<file path="src/verilog/iolcr_defs.svh">
/*
  Constants of the link width and link control register bank.
  Assumes a 64-bit register port with byte enables and a 20 MHz core clock.
*/
// Operation
// - Identification register returns fixed maker code low, unit code next half, read-only.
// - Class register is read-only and reports the other-bridge class code.
// - Line size field always reads the constant for a 128-byte cache line.
// - Class register carries a read-only 8-bit revision that tracks silicon changes.
// - Width writes take effect only when that link is soft-reset.
// - Double-wide bits for links 0 and 2 are ignored while low quad bit set.
// - Double-wide bits for links 4 and 6 are ignored while high quad bit set.
// - Two quad-wide bits make link 0 and link 4 quad width.
// - Spare width register bits store and return writes but steer nothing.
// - After reset every link runs single width.
// - Eight per-link control registers, index 0 to 7.
// - Writing 1 to reset trigger soft-resets that link and its guest.
// - Reset-done flag reads 1 while link resets, then returns to 0 alone.
// - Hard-fail bit chooses hard-fail or all-ones completion for failing reads.
// - Arm bit enables log clearing; any log change drops it.
// - Clear request clears log only while armed; failed attempt drops it.
// - Request with arm written 0 and armed ends 1 on success, else both 0.
// - Error stays in effect for the link until the log is really cleared.
// - Every register honours the byte enables of an 8-byte write.
`ifndef IOLCR_DEFS_SVH
`define IOLCR_DEFS_SVH

`define IOLCR_NLINK         8
`define IOLCR_ID_ADDR       32'hFED0_1000
`define IOLCR_FC_ADDR       32'hFED0_1008
`define IOLCR_CFG_ADDR      32'hFED0_1010
`define IOLCR_CTL_BASE      32'hFED0_1040

`define IOLCR_MAKER_CODE    16'hA5C3
`define IOLCR_UNIT_CODE     16'h3C5A
`define IOLCR_REVISION      8'h01
`define IOLCR_CLASS_CODE    24'h068000
`define IOLCR_LINE_SIZE     8'h20

`define IOLCR_CFG_RST       16'h00FF
`define IOLCR_CFG_D0        8
`define IOLCR_CFG_D2        9
`define IOLCR_CFG_D4        10
`define IOLCR_CFG_D6        11
`define IOLCR_CFG_Q0        12
`define IOLCR_CFG_Q4        13

`define IOLCR_CTL_RF        0
`define IOLCR_CTL_CL        5
`define IOLCR_CTL_CE        6
`define IOLCR_CTL_HF        7
`define IOLCR_CTL_RC        32

`define IOLCR_CLK_NS        50
`define IOLCR_RST_HOLD_NS   800
`define IOLCR_RST_HOLD_CYC  ((`IOLCR_RST_HOLD_NS + `IOLCR_CLK_NS - 1) / `IOLCR_CLK_NS)
`define IOLCR_CNT_W         5

`endif

</file>
<file path="src/verilog/iolcr_pkg.sv">
/*
  Types shared by the link register bank modules.
  Assumes nothing beyond a SystemVerilog compiler.
*/
package iolcr_pkg;
  typedef enum logic [1:0] {
    IOLCR_W_SINGLE = 2'h0,
    IOLCR_W_DOUBLE = 2'h1,
    IOLCR_W_QUAD   = 2'h2
  } iolcr_width_e;

  typedef enum logic {
    IOLCR_ST_IDLE = 1'h0,
    IOLCR_ST_BUSY = 1'h1
  } iolcr_rst_st_e;
endpackage

</file>
<file path="src/verilog/iolcr_link_if.sv">
/*
  Carrier between the register bank and one link control slice.
  Assumes both ends sit on the same core clock.
*/
interface iolcr_link_if;
  logic       wr;
  logic [7:0] wbyte;
  logic       log_change;
  logic       busy;
  logic       hf;
  logic       ce;
  logic       cl;
  logic       start;
  logic       log_clear;
  logic       err_active;

  modport hub  (output wr, wbyte, log_change,
                input  busy, hf, ce, cl, start, log_clear, err_active);
  modport port (input  wr, wbyte, log_change,
                output busy, hf, ce, cl, start, log_clear, err_active);
endinterface

</file>
<file path="src/verilog/iolcr_link_ctl.sv">
/*
  One link control slice: soft reset sequencing, hard-fail choice, error log clearing.
  Assumes the hub decodes writes and the log change pulse is on the core clock.
*/
`include "iolcr_defs.svh"

module iolcr_link_ctl (
  // Clock and reset
  input  wire logic   clk_i,
  input  wire logic   nrst_i,
  // Hub side
  iolcr_link_if.port  lk
);
  iolcr_pkg::iolcr_rst_st_e      st_r, st_nxt;
  logic [`IOLCR_CNT_W-1:0]       cnt_r, cnt_nxt;
  logic                          hf_r, hf_nxt;
  logic                          ce_r, ce_nxt;
  logic                          cl_r, cl_nxt;
  logic                          clr_r, clr_nxt;
  logic                          err_r, err_nxt;
  logic                          start;

  always_comb begin
    st_nxt  = st_r;
    cnt_nxt = cnt_r;
    hf_nxt  = hf_r;
    ce_nxt  = ce_r;
    cl_nxt  = cl_r;
    clr_nxt = 1'b0;
    err_nxt = err_r;
    start   = 1'b0;
    case (st_r)
      iolcr_pkg::IOLCR_ST_IDLE: begin
        // A trigger during a running reset is dropped
        if (lk.wr && lk.wbyte[`IOLCR_CTL_RF]) begin
          st_nxt  = iolcr_pkg::IOLCR_ST_BUSY;
          cnt_nxt = `IOLCR_CNT_W'(`IOLCR_RST_HOLD_CYC - 1);
          start   = 1'b1;
        end
      end
      iolcr_pkg::IOLCR_ST_BUSY: begin
        if (cnt_r == '0) begin
          st_nxt = iolcr_pkg::IOLCR_ST_IDLE;
        end else begin
          cnt_nxt = cnt_r - `IOLCR_CNT_W'(1);
        end
      end
      default: begin
        st_nxt = iolcr_pkg::IOLCR_ST_IDLE;
      end
    endcase
    if (lk.wr) begin
      hf_nxt = lk.wbyte[`IOLCR_CTL_HF];
      case ({lk.wbyte[`IOLCR_CTL_CL], lk.wbyte[`IOLCR_CTL_CE]})
        2'b10: begin
          // Clear only while armed and the log is steady this cycle
          if (ce_r && !lk.log_change) begin
            cl_nxt  = 1'b1;
            clr_nxt = 1'b1;
          end else begin
            cl_nxt = 1'b0;
          end
          ce_nxt = 1'b0;
        end
        default: begin
          // Both bits set is treated as a plain arm write
          cl_nxt = 1'b0;
          ce_nxt = lk.wbyte[`IOLCR_CTL_CE] && !lk.log_change;
        end
      endcase
    end else if (lk.log_change) begin
      ce_nxt = 1'b0;
    end
    if (lk.log_change) begin
      err_nxt = 1'b1;
    end else if (clr_nxt) begin
      err_nxt = 1'b0;
    end
  end

  always_ff @(posedge clk_i or negedge nrst_i) begin
    if (!nrst_i) begin
      st_r  <= iolcr_pkg::IOLCR_ST_IDLE;
      cnt_r <= '0;
      hf_r  <= 1'b0;
      ce_r  <= 1'b0;
      cl_r  <= 1'b0;
      clr_r <= 1'b0;
      err_r <= 1'b0;
    end else begin
      st_r  <= st_nxt;
      cnt_r <= cnt_nxt;
      hf_r  <= hf_nxt;
      ce_r  <= ce_nxt;
      cl_r  <= cl_nxt;
      clr_r <= clr_nxt;
      err_r <= err_nxt;
    end
  end

  assign lk.busy       = (st_r == iolcr_pkg::IOLCR_ST_BUSY);
  assign lk.start      = start;
  assign lk.hf         = hf_r;
  assign lk.ce         = ce_r;
  assign lk.cl         = cl_r;
  assign lk.log_clear  = clr_r;
  assign lk.err_active = err_r;
endmodule // iolcr_link_ctl

</file>
<file path="src/verilog/iolcr_regs.sv">
/*
  Register bank of the link width setup and the eight link control registers.
  Assumes a 64-bit register port on the core clock; all inputs come from same-clock logic.
*/
`include "iolcr_defs.svh"

module iolcr_regs #(
  // Identity values, arbitrary
  parameter logic [15:0] MAKER_CODE = `IOLCR_MAKER_CODE,
  parameter logic [15:0] UNIT_CODE  = `IOLCR_UNIT_CODE,
  parameter logic [7:0]  REVISION   = `IOLCR_REVISION
) (
  // Clock and reset
  input  wire logic        clk_i,
  input  wire logic        nrst_i,
  // Register port
  input  wire logic        reg_req_i,
  input  wire logic        reg_we_i,
  input  wire logic [31:0] reg_addr_i,
  input  wire logic [7:0]  reg_be_i,
  input  wire logic [63:0] reg_wdata_i,
  output      logic        reg_ack_o,
  output      logic [63:0] reg_rdata_o,
  // Link controllers
  input  wire logic [7:0]  link_log_change_i,
  output      logic [7:0]  link_soft_reset_o,
  output      logic [15:0] link_width_o,
  output      logic [7:0]  link_fail_hard_o,
  output      logic [7:0]  link_log_clear_o,
  output      logic [7:0]  link_err_active_o
);
  iolcr_pkg::iolcr_width_e width_r [`IOLCR_NLINK];
  iolcr_pkg::iolcr_width_e width_nxt [`IOLCR_NLINK];
  logic [15:0]             cfg_r, cfg_nxt;
  logic [63:0]             rdata_r, rdata_nxt;
  logic                    ack_r, ack_nxt;
  logic                    hit_id, hit_fc, hit_cfg, hit_ctl;
  logic [2:0]              idx;
  logic [7:0]              busy, hf, ce, cl, start;

  iolcr_link_if lk [`IOLCR_NLINK] ();

  // Only the quad bit of a group hides the double bits of that group
  function automatic iolcr_pkg::iolcr_width_e width_of(input logic [2:0] n, input logic [15:0] c);
    iolcr_pkg::iolcr_width_e w;
    w = iolcr_pkg::IOLCR_W_SINGLE;
    case (n)
      3'h0: begin
        if (c[`IOLCR_CFG_Q0]) begin
          w = iolcr_pkg::IOLCR_W_QUAD;
        end else if (c[`IOLCR_CFG_D0]) begin
          w = iolcr_pkg::IOLCR_W_DOUBLE;
        end
      end
      3'h2: begin
        if (!c[`IOLCR_CFG_Q0] && c[`IOLCR_CFG_D2]) begin
          w = iolcr_pkg::IOLCR_W_DOUBLE;
        end
      end
      3'h4: begin
        if (c[`IOLCR_CFG_Q4]) begin
          w = iolcr_pkg::IOLCR_W_QUAD;
        end else if (c[`IOLCR_CFG_D4]) begin
          w = iolcr_pkg::IOLCR_W_DOUBLE;
        end
      end
      3'h6: begin
        if (!c[`IOLCR_CFG_Q4] && c[`IOLCR_CFG_D6]) begin
          w = iolcr_pkg::IOLCR_W_DOUBLE;
        end
      end
      default: begin
        w = iolcr_pkg::IOLCR_W_SINGLE;
      end
    endcase
    return w;
  endfunction

  assign hit_id  = ({reg_addr_i[31:3], 3'h0} == `IOLCR_ID_ADDR);
  assign hit_fc  = ({reg_addr_i[31:3], 3'h0} == `IOLCR_FC_ADDR);
  assign hit_cfg = ({reg_addr_i[31:3], 3'h0} == `IOLCR_CFG_ADDR);
  assign hit_ctl = ({reg_addr_i[31:6], 6'h00} == `IOLCR_CTL_BASE);
  assign idx     = reg_addr_i[5:3];

  genvar g;
  generate
    for (g = 0; g < `IOLCR_NLINK; g++) begin : g_link
      // Every writable control bit lives in byte 0, so only that lane writes
      assign lk[g].wr         = reg_req_i && reg_we_i && hit_ctl && (idx == 3'(g)) && reg_be_i[0];
      assign lk[g].wbyte      = reg_wdata_i[7:0];
      assign lk[g].log_change = link_log_change_i[g];
      assign busy[g]          = lk[g].busy;
      assign hf[g]            = lk[g].hf;
      assign ce[g]            = lk[g].ce;
      assign cl[g]            = lk[g].cl;
      assign start[g]         = lk[g].start;
      assign link_soft_reset_o[g]     = lk[g].busy;
      assign link_fail_hard_o[g]      = lk[g].hf;
      assign link_log_clear_o[g]      = lk[g].log_clear;
      assign link_err_active_o[g]     = lk[g].err_active;
      assign link_width_o[2*g +: 2]   = width_r[g];
      iolcr_link_ctl u_ctl (
        .clk_i  (clk_i),
        .nrst_i (nrst_i),
        .lk     (lk[g])
      );
    end
  endgenerate

  always_comb begin
    cfg_nxt   = cfg_r;
    rdata_nxt = '0;
    ack_nxt   = reg_req_i;
    for (int b = 0; b < 2; b++) begin
      if (reg_req_i && reg_we_i && hit_cfg && reg_be_i[b]) begin
        cfg_nxt[b*8 +: 8] = reg_wdata_i[b*8 +: 8];
      end
    end
    for (int n = 0; n < `IOLCR_NLINK; n++) begin
      // Stored setup reaches a link only at its reset start
      width_nxt[n] = start[n] ? width_of(3'(n), cfg_r) : width_r[n];
    end
    if (reg_req_i && !reg_we_i) begin
      if (hit_id) begin
        rdata_nxt[31:0] = {UNIT_CODE, MAKER_CODE};
      end else if (hit_fc) begin
        rdata_nxt[7:0]   = REVISION;
        rdata_nxt[31:8]  = `IOLCR_CLASS_CODE;
        rdata_nxt[39:32] = `IOLCR_LINE_SIZE;
      end else if (hit_cfg) begin
        rdata_nxt[15:0] = cfg_r;
      end else if (hit_ctl) begin
        rdata_nxt[`IOLCR_CTL_RC] = busy[idx];
        rdata_nxt[`IOLCR_CTL_HF] = hf[idx];
        rdata_nxt[`IOLCR_CTL_CE] = ce[idx];
        rdata_nxt[`IOLCR_CTL_CL] = cl[idx];
      end
    end
  end

  always_ff @(posedge clk_i or negedge nrst_i) begin
    if (!nrst_i) begin
      cfg_r   <= `IOLCR_CFG_RST;
      rdata_r <= '0;
      ack_r   <= 1'b0;
      for (int n = 0; n < `IOLCR_NLINK; n++) begin
        width_r[n] <= iolcr_pkg::IOLCR_W_SINGLE;
      end
    end else begin
      cfg_r   <= cfg_nxt;
      rdata_r <= rdata_nxt;
      ack_r   <= ack_nxt;
      for (int n = 0; n < `IOLCR_NLINK; n++) begin
        width_r[n] <= width_nxt[n];
      end
    end
  end

  assign reg_ack_o   = ack_r;
  assign reg_rdata_o = rdata_r;
endmodule // iolcr_regs

</file>
<file path="config.mk">
export PLATFORM = sky130hd
export DESIGN_NAME = iolcr_regs
export DESIGN_NICKNAME = d
export VERILOG_FILES = /design/src/verilog/iolcr_pkg.sv /design/src/verilog/iolcr_link_if.sv /design/src/verilog/iolcr_link_ctl.sv /design/src/verilog/iolcr_regs.sv
export VERILOG_INCLUDE_DIRS = /design/src /design/src/verilog
export SDC_FILE = /design/constraint.sdc
export NUM_CORES = 1
export LEC_CHECK = 0
export BUFFER_PORTS_ARGS = -buffer_cell sky130_fd_sc_hd__buf_2
export CAP_MARGIN = 10
export CELL_PAD_IN_SITES_DETAIL_PLACEMENT = 2
export CELL_PAD_IN_SITES_GLOBAL_PLACEMENT = 2
export CORE_AREA = 3 3 154 156
export CTS_BUF_LIST = sky130_fd_sc_hd__clkbuf_4 sky130_fd_sc_hd__clkbuf_8 sky130_fd_sc_hd__clkbuf_16
export DETAILED_ROUTE_END_ITERATION = 7
export DIE_AREA = 0 0 157 159
export HOLD_SLACK_MARGIN = 0.08
export PLACE_DENSITY_LB_ADDON = 0.2
export SLEW_MARGIN = 40
export SYNTH_ARGS = -nofsm -noshare
export SYNTH_HDL_FRONTEND = slang
export SYNTH_SLANG_ARGS = --single-unit
</file>
<file path="constraint.sdc">
create_clock -name clk_i -period 5.91 [get_ports clk_i]
set_input_delay 0.8865 -clock clk_i [delete_from_list [all_inputs] [get_ports clk_i]]
set_output_delay 0.8865 -clock clk_i [all_outputs]
set_load 0.05 [all_outputs]
</file>
==> flow_summary_export.csv <==
group,metric,value,unit
yosys,synth.distinct_cells,61,
timing,period_share,54.2,%
yosys,synth_flop_cell,"dfrtp_1",
yosys,async_flop_share,100,%
global_routing,antenna_found_initial,4,
floorplan,core,22500,sq um
clock_network,htree_levels,4,
yosys,yosys_warnings,0,
place,port_buffers,125,
drt,dr_total_vias,5408,
worst_setup_path,crit_slowest_cell,"nor4_1",
clock_network,cts_buffer_depth,2,
clock_network,cts_buffers,17,
timing,setup_tns,0,ns
clock_network,clk_pin_slew,0.06,ns
worst_setup_path,arrival,3.51,ns
drt,dr.pass1.iters,4,
pwr,clkPwrFrac,48.8,%
flow_run,max_cap_viol_count,0,
timing,tightest_slew,0.812,ns
worst_setup_path,crit_path_start_kind,"primary input",
place,gp_congestion,0.831,
worst_setup_path,crit_path_max_incr_delay,0.83,ns
global_routing,grt_pass1_wl,35400,um
clock_network,cts_setup_buffers,0,
timing,fin_crit,3.20,ns
pwr,seqPwrFrac,43.7,%
cells_and_area,area_growth,13.9,%
worst_setup_path,critPathBufInv,1,
worst_setup_path,crit_chain,"buf_2 > nor4b_1 > nand4_1 > nor4_1 > mux2_2",
yosys,synth_edf_count,0,
worst_setup_path,end_kind,"flop",
place,hpwl,16500,um
yosys,synth.area.top_cells,"dfrtp_1 43%, buf_4 9.1%, mux2_2 5.9%",
global_routing,grt_pass1_vias,6016,
timing,finalSetupViolCount,0,
cells_and_area,fin_cells,1059,
floorplan,io-pin-count,229,
min_path,min_path_type,"primary input to async pin",
clock_network,clockRootBuffer,"clkbuf_16",
clock_network,clk_latency,0.42,ns
clock_network,clock-sinks,131,
yosys,avgSynthCellArea,10.6,sq um
yosys,synthCells,674,
cells_and_area,fin_nets,886,
pwr,ir_worst_vdd,0.000149,V
timing,finalClockSkew,0.00872,ns
run_status,outcome,"complete, no violations",
cells_and_area,fillers,2461,
yosys,ys_ff_latch,131,
drt,drc,0,
place,dp_cells,1022,
pwr,p_comb_share,7.5,%
pwr,power,0.00206,W
timing,finalMaxSlewViolations,0,
timing,hold_viol,0,
pwr,p_per_area,253,nW/um^2
pwr,p_switching,0.000544,W
clock_network,cts-resized-gates,0,
pwr,intPower,0.00151,W
worst_setup_path,critical_path_class,"primary input to flop",
timing,relSlewSlack,45.4,%
yosys,netlist_area,7120,sq um
timing,holdWs,0.461,ns
yosys,yosys.area.top_type,"dfrtp_1",
floorplan,core.rowCount,55,
pwr,leakagePower,3.97,nW
timing,rsz0062_at_grt,"no",
floorplan,die-area,25000,sq um
global_routing,grtUsageTotal,18.2,%
timing,fmax,312,MHz
floorplan,die_w,157,um
clock_network,cts_hold_buf,0,
clock_network,cts_tree,"done",
worst_setup_path,cpLargestDelayFamily,"simple AND/OR/NAND/NOR gates",
yosys,ys_seq_area_share,46.2,%
drt,drt_iter0_drc,253,
drt,routed_wirelength,22300,um
drt,ant_nets,0,
pwr,switching_share,26.5,%
global_routing,grt_max_degree,50,
floorplan,start_util,31.6,%
global_routing,overflow,0,
worst_setup_path,worstPathRequired,6.22,ns
drt,wl_per_cell,21.0,um
drt,avgViaCountPerCell,5.11,
floorplan,dieHeight,159,um
cells_and_area,drive_above_1_share,29.8,%
yosys,netlist.area_leader.share,43.2,%
worst_setup_path,worst-path-max-fanout,12,
-- per-layer routing --
layer	vias to the layer above	track usage (%)	share of wire (%)	wire, um
met5	-	0	0	0
met4	0	6.17	2.1	458
met3	29	2.61	3.4	760
met2	131	31.7	53	11700
met1	2795	22.8	42	9340
li1	2453	-	-	-
-- worst reg2reg max path, stage by stage (launching register included) --
cell,delay [ns]
dfrtp_1,0.41
inv_1,0.13
ha_1,0.19
or4b_2,0.64
nand2_1,0.17
mux2_2,0.35
o31ai_1,0.07
-- cell families after synthesis --
| logic type | synth area share (%) |
|---|---|
| fa+ha+maj | 2.46 |
| simple gates | 19.0 |
| compound gates | 8.75 |
| buf+inv | 12.3 |
| flops | 46.2 |
| other cells | 0.0527 |
| xor+xnor | 0.738 |
| mux | 10.5 |
-- worst paths after layout --
| path | start | to | slack (ns) | depth (start not counted) |
|---|---|---|---|---|
| max | reg_addr_i[10] | g_link[5].u_ctl.lk.hf | 2.71 | 5 |
| min | nrst_i | reg_ack_o | 0.46 | 1 |
| max in group asynchronous | nrst_i | g_link[5].u_ctl.lk.ce | 4.36 | 2 |
| min reg2reg | cfg_r[14] | reg_rdata_o[14] | 0.48 | 1 |
| min in group clk_i | cfg_r[14] | reg_rdata_o[14] | 0.48 | 1 |
| max reg2reg | g_link[5].u_ctl.cnt_r[0] | g_link[5].u_ctl.cnt_r[1] | 3.84 | 6 |
-- cell usage in the layout (no fill, tap or decap), drive strengths merged, types with 5 or more instances in the layout --
master / instances
buf: 127
dfrtp: 123
conb: 46
nor2: 45
mux2: 38
inv: 37
nand2: 32
a21oi: 27
nor4: 23
nor3: 20
clkbuf: 19
nand4: 16
nand3: 16
nand2b: 14
mux2i: 14
ha: 14
and2: 12
o41ai: 11
nand3b: 9
mux4: 8
a22oi: 8
dfstp: 8
clkinv: 8
o21ai: 7
a31oi: 7
nor4b: 6
xnor2: 6
a21boi: 6
diode: 5
nor3b: 5
nor2b: 5
-- Yosys cell counts (all sizes together) (2+ instances only) --
cell type,number
o31a,2
or2,2
inv,36
nor4bb,2
nand2,32
o21a,2
and2,12
and4,4
buf,92
dfstp,8
mux2i,14
nand3b,9
a21oi,27
o32a,2
ha,14
nand4b,3
nand4,16
mux2,38
a211o,3
nor2b,5
o31ai,4
or3b,2
a31oi,7
a21boi,6
o21ai,7
a22oi,8
clkbuf,17
and4b,4
xnor2,6
nand2b,14
and3,3
nor4b,6
or4b,3
nor4,23
a311oi,2
o22a,3
dfrtp,123
o41ai,11
nor3,20
nor2,45
mux4,8
nand3,16
nor3b,5
-- cell type report --
type	count	area (sq um)	area share [%]
Multi-Input combinational cell	443	3120	38.5
Clock buffer	19	440	5.43
Antenna cell	5	12.5	0.154
Sequential cell	131	3290	40.5
Inverter	36	135	1.67
Clock inverter	13	113	1.39
Timing Repair Buffer	127	643	7.93
Tap cell	285	357	4.40
-- sequential cells by signal (all words and copies together), names as in the netlist --
name,flops
cfg_r,16
reg_rdata_o,20
g_link.u_ctl.lk.err_active,8
link_width_o,6
g_link.u_ctl.lk.busy,8
g_link.u_ctl.cnt_r,40
g_link.u_ctl.lk.hf,8
g_link.u_ctl.lk.log_clear,8
g_link.u_ctl.lk.cl,8
g_link.u_ctl.lk.ce,8
reg_ack_o,1
-- power groups by stage --
| stage | sequential [W] | combinational [W] | clock, W |
|---|---|---|---|
| after floorplan | 0.000915 | 0.000120 | 0 |
| after global placement | 0.000914 | 0.000151 | 0 |
| after detailed placement | 0.000914 | 0.000154 | 0 |
| after CTS | 0.000898 | 0.000155 | 0.00103 |
| after global routing | 0.000897 | 0.000166 | 0.00107 |
| final | 0.000898 | 0.000154 | 0.00100 |
-- per-stage QoR --
step	setup WS, ns	util (%)	area [sq um]
3_5_place_dp	2.33	33.5	7550
6_report	2.71	36.1	8110
3_3_place_gp	2.38	33.5	7550
5_1_grt	2.64	36.0	8110
4_1_cts	2.78	36.0	8100
2_1_floorplan	3.31	-	7290
Power figures use the tool's default switching activity.
